## src/verilog/spi_eeprom_pkg.sv

```systemverilog
// Purpose: shared constants and types for the eeprom reset/init block
// Assumes: 200 MHz system clock, serial pins synchronous to it
// Notes: status layout is fixed by the packed struct below
package spi_eeprom_pkg;

    ////////////////////////////////////////////////////////////////////////
    // timing
    localparam int CLOCK_MHZ = 200;
    // least time the master waits after supply is stable, in microseconds
    localparam int POWERUP_WAIT_US = 100;
    // least time, whole microseconds at whole MHz: exact, no rounding
    localparam int POWERUP_WAIT_CYCLES = POWERUP_WAIT_US * CLOCK_MHZ;
    localparam int WAIT_COUNT_BITS = 16;

    ////////////////////////////////////////////////////////////////////////
    // factory and reset values
    localparam logic [7:0] FACTORY_ARRAY_BYTE = 8'hff;
    localparam logic [1:0] FACTORY_BLOCK_PROTECT = 2'h0;
    localparam logic [3:0] STATUS_UNUSED_VALUE = 4'h0;
    localparam logic [2:0] BIT_COUNT_RESET = 3'h0;
    localparam logic [2:0] BIT_COUNT_LAST = 3'h7;
    localparam logic [7:0] TX_RESET_VALUE = 8'h00;

    ////////////////////////////////////////////////////////////////////////
    // types
    // bit 7..4 unused, 3 protect hi, 2 protect lo, 1 latch, 0 busy
    typedef struct packed {
        logic [3:0] unused;
        logic block_protect_hi;
        logic block_protect_lo;
        logic write_enable_latch;
        logic ready_busy_flag;
    } status_t;

    // one received byte; first marks the opcode of a transfer
    typedef struct packed {
        logic first;
        logic [7:0] data;
    } rx_byte_t;

    typedef enum logic [1:0] {
        por_wait,
        standby,
        selected,
        paused
    } iface_state_t;

endpackage : spi_eeprom_pkg

```

## src/verilog/nv_protect_store.sv

```systemverilog
// Purpose: nonvolatile store for the two block-protect bits
// Assumes: storage keeps its content across resetn
// Notes: no reset on purpose; starts at the factory value
`timescale 1ns/1ps
module nv_protect_store (
    input wire logic clock,
    input wire logic write_strobe,
    input wire logic [1:0] write_data,
    output logic [1:0] bits
);

    // RULE9 factory protect value
    logic [1:0] cells = spi_eeprom_pkg::FACTORY_BLOCK_PROTECT;

    // RULE7 untouched by reset
    always_ff @(posedge clock) begin
        if (write_strobe) begin
            cells <= write_data;
        end
    end

    assign bits = cells;

endmodule : nv_protect_store

```

## src/verilog/spi_eeprom_reset_init.sv

```systemverilog
// Purpose: power-up and serial interface reset logic of an spi eeprom slave
// Assumes: resetn is the power-on reset; pins sampled on clock
// Notes: opcode decode and array writes live outside this block
//
// Overview of operation
// RULE1: ignore instructions until power-on reset releases
// RULE2: master waits 100 us before first instruction
// RULE3: master toggles select without clocks to reset
// RULE4: clockless toggle abandons partial transfer, new opcode
// RULE5: power-up: latch clear, standby, deselected, unpaused
// RULE6: power-up ready/busy flag reads zero
// RULE7: block-protect bits survive power-on reset
// RULE8: factory array bytes all FFh
// RULE9: factory block-protect bits both zero
// RULE10: status bits 3..0 protect, latch, busy
// RULE11: selected only while select low; else tristate
// RULE12: interface reset clears receiver, keeps status; a deselect while paused clears the latch
`timescale 1ns/1ps
module spi_eeprom_reset_init #(
    parameter int powerup_wait_cycles = spi_eeprom_pkg::POWERUP_WAIT_CYCLES
) (
    input wire logic clock,
    input wire logic resetn,
    input wire logic cs_n,
    input wire logic sck,
    input wire logic si,
    input wire logic hold_n,
    input wire logic write_busy,
    input wire logic wel_set,
    input wire logic wel_clear,
    input wire logic bp_write,
    input wire logic [1:0] bp_wdata,
    input wire logic tx_load,
    input wire logic [7:0] tx_byte,
    output logic so,
    output logic so_oe,
    output spi_eeprom_pkg::rx_byte_t rx_byte,
    output logic rx_valid,
    output spi_eeprom_pkg::status_t status,
    output logic standby,
    output logic selected,
    output logic paused,
    output logic iface_reset,
    output logic powerup_wait_elapsed,
    output logic [7:0] erased_value
);

    ////////////////////////////////////////////////////////////////////////
    // declarations
    spi_eeprom_pkg::iface_state_t state;
    logic sck_q;
    logic sck_rise;
    logic sck_fall;
    logic clocks_seen;
    logic in_frame;
    logic shift_en;
    logic [2:0] bit_count;
    logic [6:0] shift;
    logic first_byte;
    logic write_enable_latch;
    logic ready_busy_flag;
    logic [1:0] bp_bits;
    logic [7:0] tx_shift;
    logic tx_active;
    logic [spi_eeprom_pkg::WAIT_COUNT_BITS-1:0] wait_count;
    logic seen_cycle;

    ////////////////////////////////////////////////////////////////////////
    // serial clock edge detect
    always_ff @(posedge clock or negedge resetn) begin
        if (!resetn) begin
            sck_q <= 1'b0;
        end else begin
            sck_q <= sck;
        end
    end

    assign sck_rise = sck & ~sck_q;
    assign sck_fall = ~sck & sck_q;
    assign in_frame = (state == spi_eeprom_pkg::selected) ||
                      (state == spi_eeprom_pkg::paused);
    assign shift_en = (state == spi_eeprom_pkg::selected) & sck_rise;

    ////////////////////////////////////////////////////////////////////////
    // interface state
    // RULE1 hold off until released
    // RULE5 start deselected, unpaused
    // RULE11 select follows low chip select
    always_ff @(posedge clock or negedge resetn) begin
        if (!resetn) begin
            state <= spi_eeprom_pkg::por_wait;
        end else begin
            case (state)
                spi_eeprom_pkg::por_wait: begin
                    // a select already low at release is not a frame
                    if (cs_n) begin
                        state <= spi_eeprom_pkg::standby;
                    end
                end
                spi_eeprom_pkg::standby: begin
                    if (!cs_n) begin
                        state <= spi_eeprom_pkg::selected;
                    end
                end
                spi_eeprom_pkg::selected: begin
                    if (cs_n) begin
                        state <= spi_eeprom_pkg::standby;
                    end else if (!hold_n && !sck) begin
                        state <= spi_eeprom_pkg::paused;
                    end
                end
                spi_eeprom_pkg::paused: begin
                    if (cs_n) begin
                        state <= spi_eeprom_pkg::standby;
                    end else if (hold_n && !sck) begin
                        state <= spi_eeprom_pkg::selected;
                    end
                end
                default: begin
                    state <= spi_eeprom_pkg::por_wait;
                end
            endcase
        end
    end

    assign standby = (state == spi_eeprom_pkg::standby);
    assign selected = (state == spi_eeprom_pkg::selected);
    assign paused = (state == spi_eeprom_pkg::paused);

    ////////////////////////////////////////////////////////////////////////
    // clockless select toggle detect
    // RULE4 select without clocks
    always_ff @(posedge clock or negedge resetn) begin
        if (!resetn) begin
            clocks_seen <= 1'b0;
            iface_reset <= 1'b0;
        end else begin
            if (!in_frame) begin
                clocks_seen <= 1'b0;
            end else if (shift_en) begin
                clocks_seen <= 1'b1;
            end
            iface_reset <= in_frame & cs_n & ~clocks_seen;
        end
    end

    ////////////////////////////////////////////////////////////////////////
    // receiver: opcode, address and data bits, msb first
    // RULE4 drop partial byte
    // RULE12 receiver back to idle
    always_ff @(posedge clock or negedge resetn) begin
        if (!resetn) begin
            bit_count <= spi_eeprom_pkg::BIT_COUNT_RESET;
            shift <= 7'h00;
            first_byte <= 1'b1;
        end else if (!in_frame) begin
            bit_count <= spi_eeprom_pkg::BIT_COUNT_RESET;
            first_byte <= 1'b1;
        end else if (shift_en) begin
            shift <= {shift[5:0], si};
            bit_count <= 3'(bit_count + 3'h1);
            if (bit_count == spi_eeprom_pkg::BIT_COUNT_LAST) begin
                first_byte <= 1'b0;
            end
        end
    end

    // completed byte out, one-cycle strobe
    always_ff @(posedge clock or negedge resetn) begin
        if (!resetn) begin
            rx_valid <= 1'b0;
            rx_byte <= '0;
        end else begin
            rx_valid <= shift_en &&
                        (bit_count == spi_eeprom_pkg::BIT_COUNT_LAST);
            if (shift_en && (bit_count == spi_eeprom_pkg::BIT_COUNT_LAST))
            begin
                rx_byte <= '{first: first_byte, data: {shift, si}};
            end
        end
    end

    ////////////////////////////////////////////////////////////////////////
    // write enable latch
    // RULE5 latch clear at power-up
    // RULE12 untouched by select toggle unless paused
    always_ff @(posedge clock or negedge resetn) begin
        if (!resetn) begin
            write_enable_latch <= 1'b0;
        end else if (wel_set) begin
            // set wins over a clear in the same cycle
            write_enable_latch <= 1'b1;
        end else if (wel_clear || (paused && cs_n)) begin
            // deselect while paused aborts and drops the latch
            write_enable_latch <= 1'b0;
        end
    end

    // RULE6 ready at power-up
    always_ff @(posedge clock or negedge resetn) begin
        if (!resetn) begin
            ready_busy_flag <= 1'b0;
        end else begin
            ready_busy_flag <= write_busy;
        end
    end

    ////////////////////////////////////////////////////////////////////////
    // nonvolatile protect bits, written only with the latch set
    // RULE7 kept outside reset
    nv_protect_store protect_store (
        .clock(clock),
        .write_strobe(bp_write & write_enable_latch),
        .write_data(bp_wdata),
        .bits(bp_bits)
    );

    // RULE10 status layout
    assign status = '{unused: spi_eeprom_pkg::STATUS_UNUSED_VALUE,
                      block_protect_hi: bp_bits[1],
                      block_protect_lo: bp_bits[0],
                      write_enable_latch: write_enable_latch,
                      ready_busy_flag: ready_busy_flag};

    ////////////////////////////////////////////////////////////////////////
    // transmitter: shifts on falling serial clock
    always_ff @(posedge clock or negedge resetn) begin
        if (!resetn) begin
            tx_shift <= spi_eeprom_pkg::TX_RESET_VALUE;
            tx_active <= 1'b0;
        end else if (!in_frame) begin
            tx_active <= 1'b0;
        end else if (tx_load) begin
            tx_shift <= tx_byte;
            tx_active <= 1'b1;
        end else if (selected && sck_fall && tx_active) begin
            tx_shift <= {tx_shift[6:0], 1'b0};
        end
    end

    // RULE11 tristate unless selected
    assign so = tx_shift[7];
    assign so_oe = tx_active & selected;

    ////////////////////////////////////////////////////////////////////////
    // power-up wait indicator, saturates
    // RULE2 master wait window
    always_ff @(posedge clock or negedge resetn) begin
        if (!resetn) begin
            wait_count <= '0;
            powerup_wait_elapsed <= 1'b0;
        end else if (!powerup_wait_elapsed) begin
            wait_count <= spi_eeprom_pkg::WAIT_COUNT_BITS'(wait_count + 1'b1);
            powerup_wait_elapsed <= (wait_count ==
                spi_eeprom_pkg::WAIT_COUNT_BITS'(powerup_wait_cycles - 1));
        end
    end

    // RULE8 erased byte value
    assign erased_value = spi_eeprom_pkg::FACTORY_ARRAY_BYTE;

    ////////////////////////////////////////////////////////////////////////
    // checks
    always_ff @(posedge clock or negedge resetn) begin
        if (!resetn) begin
            seen_cycle <= 1'b0;
        end else begin
            seen_cycle <= 1'b1;
        end
    end
endmodule : spi_eeprom_reset_init

```

## config.mk

```make
export PLATFORM = sky130hd
export DESIGN_NAME = spi_eeprom_reset_init
export DESIGN_NICKNAME = d
export VERILOG_FILES = /design/src/verilog/spi_eeprom_pkg.sv /design/src/verilog/nv_protect_store.sv /design/src/verilog/spi_eeprom_reset_init.sv
export SDC_FILE = /design/constraint.sdc
export NUM_CORES = 1
export LEC_CHECK = 0
export BUFFER_PORTS_ARGS = -buffer_cell sky130_fd_sc_hd__buf_2
export CAP_MARGIN = 5
export CORE_MARGIN = 2
export CORE_UTILIZATION = 56
export CTS_BUF_LIST = sky130_fd_sc_hd__clkbuf_2
export CTS_CLUSTER_DIAMETER = 40
export DETAILED_ROUTE_END_ITERATION = 8
export HOLD_SLACK_MARGIN = 0.1
export PLACE_DENSITY_LB_ADDON = 0.12
export RECOVER_POWER = 50
export SLEW_MARGIN = 5
export SYNTH_ARGS = -nofsm -noshare
export SYNTH_HDL_FRONTEND = slang
export SYNTH_SLANG_ARGS = --single-unit
```

## constraint.sdc

```tcl
create_clock -name clock -period 2.12 [get_ports clock]
set_clock_uncertainty 0.2 [all_clocks]
set_input_delay 0.318 -clock clock [delete_from_list [all_inputs] [get_ports clock]]
set_output_delay 0.318 -clock clock [all_outputs]
set_load 0.1 [all_outputs]
```

# Yosys cells after proc, flatten, opt, wreduce, memory -nomap -nowiden
# Cells that the tools add are included.
[op_classes] magnitude_cmp=0 n_div=0 mul=0 bitwise=10 n_shift=0 n_eq_ne=12 reduce_logical=17 add_sub_neg=2 mux=21
[op_table] op="$add 16x1->16 const B" count=1
[op_table] op="$eq 16x15->1 const B" count=1
[op_table] op="$mux 8" count=2
[op_table] op="$mux 2" count=6
[op_table] op="$mux 1" count=10
[op_table] op="$pmux 2 s4" count=1
[op_table] op="$and 1x1->1" count=7
[op_table] op="$logic_and 1x1->1" count=6
[op_table] op="$mux 3" count=2
[op_table] op="$ne 2x2->1 const B" count=3
[op_table] op="$ne 3x2->1 const B" count=2
[op_table] op="$reduce_and 2->1" count=3
[op_table] op="$eq 2x2->1 const B" count=2
[op_table] op="$ne 2x1->1 const B" count=2
[op_table] op="$reduce_and 4->1" count=1
[op_table] op="$reduce_bool 2->1" count=2
[op_table] op="$add 3x1->3 const B" count=1
[op_table] op="$eq 3x3->1 const B" count=1
[op_table] op="$not 1->1" count=3
[op_table] op="$eq 2x1->1 const B" count=1
[op_table] op="$logic_not 1->1" count=2
[op_table] op="$logic_not 2->1" count=1
[op_table] op="$logic_or 1x1->1" count=2
[totals] word_cells=79 latch_bits=0 n_memories=0 ff_bits=56 mem_bits_rw=0 mem_bits_ro=0 input_bits=21

# Depth between registers and ports, before layout
[logic_depth] word_depth=6 depth_mapped=6 mapped_depth_nobuf=5

# Hierarchy
# Synthesis repeated with hierarchy kept, for this count alone.
[unflattened] hier_cells=196 area_unflattened_um2=2534.9
[by_module_without_submodules] mod="spi_eeprom_reset_init" n_inst=1 cells_per_inst=194 seq_area_each_um2=1352.5 area_per_inst_um2=2474.9
[by_module_without_submodules] mod="nv_protect_store" n_inst=1 cells_per_inst=2 seq_area_each_um2=60.1 area_per_inst_um2=60.1

# Worst setup path after synthesis
# OpenSTA, ideal clock, no wires.
[synth_timing] path_type="reg-to-output" from="reg state[0]" to="out so_oe" stages_incl_launch_ff=3 path_buffers=0 path_slack_ns=-1.090 t_required_ns=1.602 arrival_ns=2.692 cell_sequence="dfrtp_1 -> nor2b_1 -> and2_1"
[synth_between] elab_chain_len=2
[synth_lines] item="from (decl)" line_no="spi_eeprom_reset_init.sv:50" rtl="spi_eeprom_pkg::iface_state_t state;"
[synth_lines] item="from (signal assigned)" line_no="spi_eeprom_reset_init.sv:91" rtl="state <= spi_eeprom_pkg::por_wait;"
[synth_lines] item="from (signal assigned)" line_no="spi_eeprom_reset_init.sv:97" rtl="state <= spi_eeprom_pkg::standby;"
[synth_lines] item="from (signal assigned)" line_no="spi_eeprom_reset_init.sv:102" rtl="state <= spi_eeprom_pkg::selected;"
[synth_lines] item="$eq 2x2->1" line_no="spi_eeprom_reset_init.sv:127" rtl="assign selected = (state == spi_eeprom_pkg::selected);"
[synth_lines] item="via selected" line_no="spi_eeprom_reset_init.sv:41" rtl="output logic selected,"
[synth_lines] item="$and 1x1->1" line_no="spi_eeprom_reset_init.sv:243" rtl="assign so_oe = tx_active & selected;"
[synth_lines] item="to (decl)" line_no="spi_eeprom_reset_init.sv:36" rtl="output logic so_oe,"
# The timed path passes the listed nets, and every way through them passes these cells.

# Worst setup path after layout
[layout_timing] from="reg state[0]" to="out selected"
[layout_between] elab_chain_len=1
[layout_lines] item="$eq 2x2->1" line_no="spi_eeprom_reset_init.sv:127"
[layout_lines] item="to (decl)" line_no="spi_eeprom_reset_init.sv:41"
# Every way passes these cells.

==> impl_metrics.py <==
metrics = {
    "outcome": {
        "status": "completed",
    },
    "worst_setup_path": {
        "r2r_slack_ns": 0.20,
        "cp_max_fo": 7,
        "required_ns": 1.60,
        "reg2regPathDepth": 5,
        "start_kind": "flop",
        "crit_start": "state[0]$_DFFE_PN0P_",
        "worstSetupPathType": "flop to output pin",
        "critPathCapture": "selected",
        "cp-end-kind": "output pin",
        "reg2reg_to": "write_enable_latch$_DFFE_PN0P_",
        "arrival_ns": 1.53,
        "timing.rr.start": "state[1]$_DFFE_PN0P_",
    },
    "detailed_routing": {
        "ant_nets": 0,
        "routed_wl_mm": 4.54,
        "wl_per_cell_um": 14.6,
        "drtIter0Drc": 90,
        "num_vias": 1602,
        "drc": 0,
        "via_per_inst": 5.15,
        "dr.pass1.iters": 4,
    },
    "grt": {
        "grtUsageMet1": 0.249,
        "antenna_found_initial": 0,
        "grt_pass1_wl_mm": 7.80,
        "track_usage": 0.203,
        "grt.busiest_layer": "met2",
        "gr-total-overflow": 0,
        "grt_pass1_vias": 1683,
        "grtUsageMet2": 0.337,
        "grt_max_degree": 29,
        "grt_util_met3": 0.0552,
    },
    "synthesis": {
        "synth_cells": 196,
        "mappedNetlistArea_sq_um": 2420,
        "syn_avg_cell_area_sq_um": 12.3,
        "synth_cell_type_count": 35,
        "ys_seq_area_frac": 0.584,
        "yosysWarnings": 0,
        "ys_seq_elements": 56,
    },
    "timing": {
        "setup_slack_ns": 0.0769,
        "rsz0062_at_grt": "false",
        "fin_setup_tns_ns": 0,
        "period_needed_ns": 2.04,
        "max_freq_mhz": 489,
        "timing_hold_violations_final": 0,
        "tightest_slew_ns": 1.46,
        "finalSetupViolCount": 0,
        "min_period_over_period": 0.964,
        "relSlewSlack": 0.0261,
        "timing.final.max_slew_violations": 0,
    },
    "clocking": {
        "cts_tree": "yes",
        "clk_path_buf_depth": 2,
        "tritoncts.num_buffers": 5,
        "cts.sinks": 56,
        "h-tree-depth": 2,
        "worstSkewPairLatency_ns": 0.44,
        "clkTransAtPathRegs_ns": 0.26,
        "root_buffer": "clkbuf_2",
    },
    "pwr": {
        "p_per_area_nw_per_um2": 724,
        "swShare": 0.311,
        "sequentialPowerShare": 0.562,
        "switching_power_uw": 660,
        "leakage_uw": 0.00154,
        "p_int_uw": 1460,
        "p_clk_frac": 0.245,
        "comb_power_share": 0.194,
        "ir_drop_v": 0.000453,
    },
    "hold_path": {
        "hold_path_class": "flop to flop",
        "hold_depth": 1,
    },
    "finish": {
        "nNetsFinal": 284,
        "drive_above_1_share": 0.284,
        "syn_to_final_growth_pct": 21.1,
        "insertedDiodeCount": 0,
        "final_area_sq_um": 2930,
    },
    "floorplan": {
        "fp.dieH_um": 69.7,
        "initial_core_util": 0.592,
        "coreArea_sq_um": 4090,
        "dieWidth_um": 69.7,
        "top_level_ports": 54,
        "die_area_sq_um": 4860,
        "placementRows": 23,
    },
    "placement": {
        "hpwlAfterDp_mm": 2.99,
        "gp_congestion": 0.803,
        "io_buffers": 41,
        "placed_area_sq_um": 2660,
        "post-place-ws_ns": 0.331,
    },
    "flow_run": {
        "cap_violations": 0,
    },
}
-- timing repair --
action,CTS,global route
buffers inserted,0,0
hold endpoints to repair,75,0
hold buffers,20,0
gates cloned,0,0
endpoints found under the setup margin,2,3
gates resized for setup,3,1
-- power by group through the flow --
stage                     registers [uW]  clock network [uW]  logic [uW]
after floorplan                     1260                   0         256
after global placement              1200                   0         367
after detailed placement            1210                   0         378
after CTS                           1190                 537         411
after global routing                1200                 566         435
final                               1190                 519         411
-- cell type report --
cell class	instances	area (sq um)
repair buffers	66	473
clock inverters	2	35.0
flip-flops and latches	56	1410
fillers	298	1160
well taps	50	62.6
inverters	4	15.0
multi-input cells	127	901
clock buffers	6	30.0
-- synth_stat cells (all sizes together) --
cell / count / share of area
dfrtp: 53 / 0.55
nand2: 22 / 0.034
buf: 18 / 0.054
mux2: 17 / 0.092
o21ai: 11 / 0.023
nor2: 9 / 0.014
mux2i: 8 / 0.033
xor2: 8 / 0.029
xnor2: 7 / 0.025
nand3: 5 / 0.010
and2: 4 / 0.010
inv: 4 / 0.0062
and3: 3 / 0.0078
ha: 3 / 0.016
nor2b: 3 / 0.0078
a21o: 2 / 0.0062
conb: 2 / 0.0031
edfxtp: 2 / 0.025
nand4: 2 / 0.0052
nor3: 2 / 0.0041
a31o: 1 / 0.0036
a32o: 1 / 0.0041
a41o: 1 / 0.0041
and3b: 1 / 0.0036
and4bb: 1 / 0.0052
clkbuf: 1 / 0.0015
dfstp: 1 / 0.011
nor3b: 1 / 0.0031
nor4bb: 1 / 0.0041
o21a: 1 / 0.0031
or4: 1 / 0.0031
-- worst min path at each step --
stage	from	endpoint	slack, ns
6_report	clocks_seen$_DFFE_PN0P_	iface_reset$_DFF_PN0_	0.24
5_1_grt	clocks_seen$_DFFE_PN0P_	iface_reset$_DFF_PN0_	0.27
4_1_cts	resetn	iface_reset$_DFF_PN0_	0.17
3_5_place_dp	resetn	tx_shift[7]$_DFFE_PN0P_	0.16
3_3_place_gp	resetn	tx_shift[7]$_DFFE_PN0P_	0.15
2_1_floorplan	resetn	bit_count[0]$_DFFE_PN0P_	-0.18
-- registers in the layout (all words and copies together), names as in the netlist, 2 cells and up --
register	cells
rx_byte	9
wait_count	16
bit_count	3
state	2
shift	7
protect_store.bits	2
tx_shift	8
-- worst max-delay path, stage by stage, from the launching register on --
cell and delay, ns:
dfrtp_1 0.50, nor2b_2 0.15, buf_2 0.43
-- per-layer routing --
metal / routed length, um / vias to the layer above
li1: - / 763
met1: 1920 / 775
met2: 2240 / 50
met3: 241 / 14
met4: 138 / 0
met5: 0 / -
-- kinds of logic after synthesis --
family	count (synthesis)	share of synthesized area
other	2	0.00310
AO/OA/AOI/OAI	17	0.0439
adder cells (fa/ha/maj)	3	0.0155
buffers and inverters	23	0.0620
XOR/XNOR	15	0.0543
AND/OR/NAND/NOR	55	0.113
multiplexers	25	0.125
flip-flops	56	0.584
-- cell usage in the layout (no fill, tap or decap), drive strengths merged, types with 5 or more instances in the layout --
master        n
buf          43
clkbuf        9
conb         12
dfrtp        53
dlygate4sd3  20
mux2         17
mux2i         8
nand2        22
nand3         5
nor2          9
o21ai        11
xnor2         7
xor2          8
-- per-stage QoR --
| step | util | total power [uW] | hold slack [ns] | instances |
|---|---|---|---|---|
| floorplan | - | 1510 | -0.178 | 206 |
| global placement | 0.651 | 1570 | 0.150 | 283 |
| detailed placement | 0.651 | 1590 | 0.161 | 283 |
| CTS | 0.718 | 2140 | 0.174 | 311 |
| global route | 0.717 | 2210 | 0.269 | 311 |
| finish | 0.717 | 2120 | 0.242 | 311 |
No activity file was read; power rests on OpenSTA's default activity.
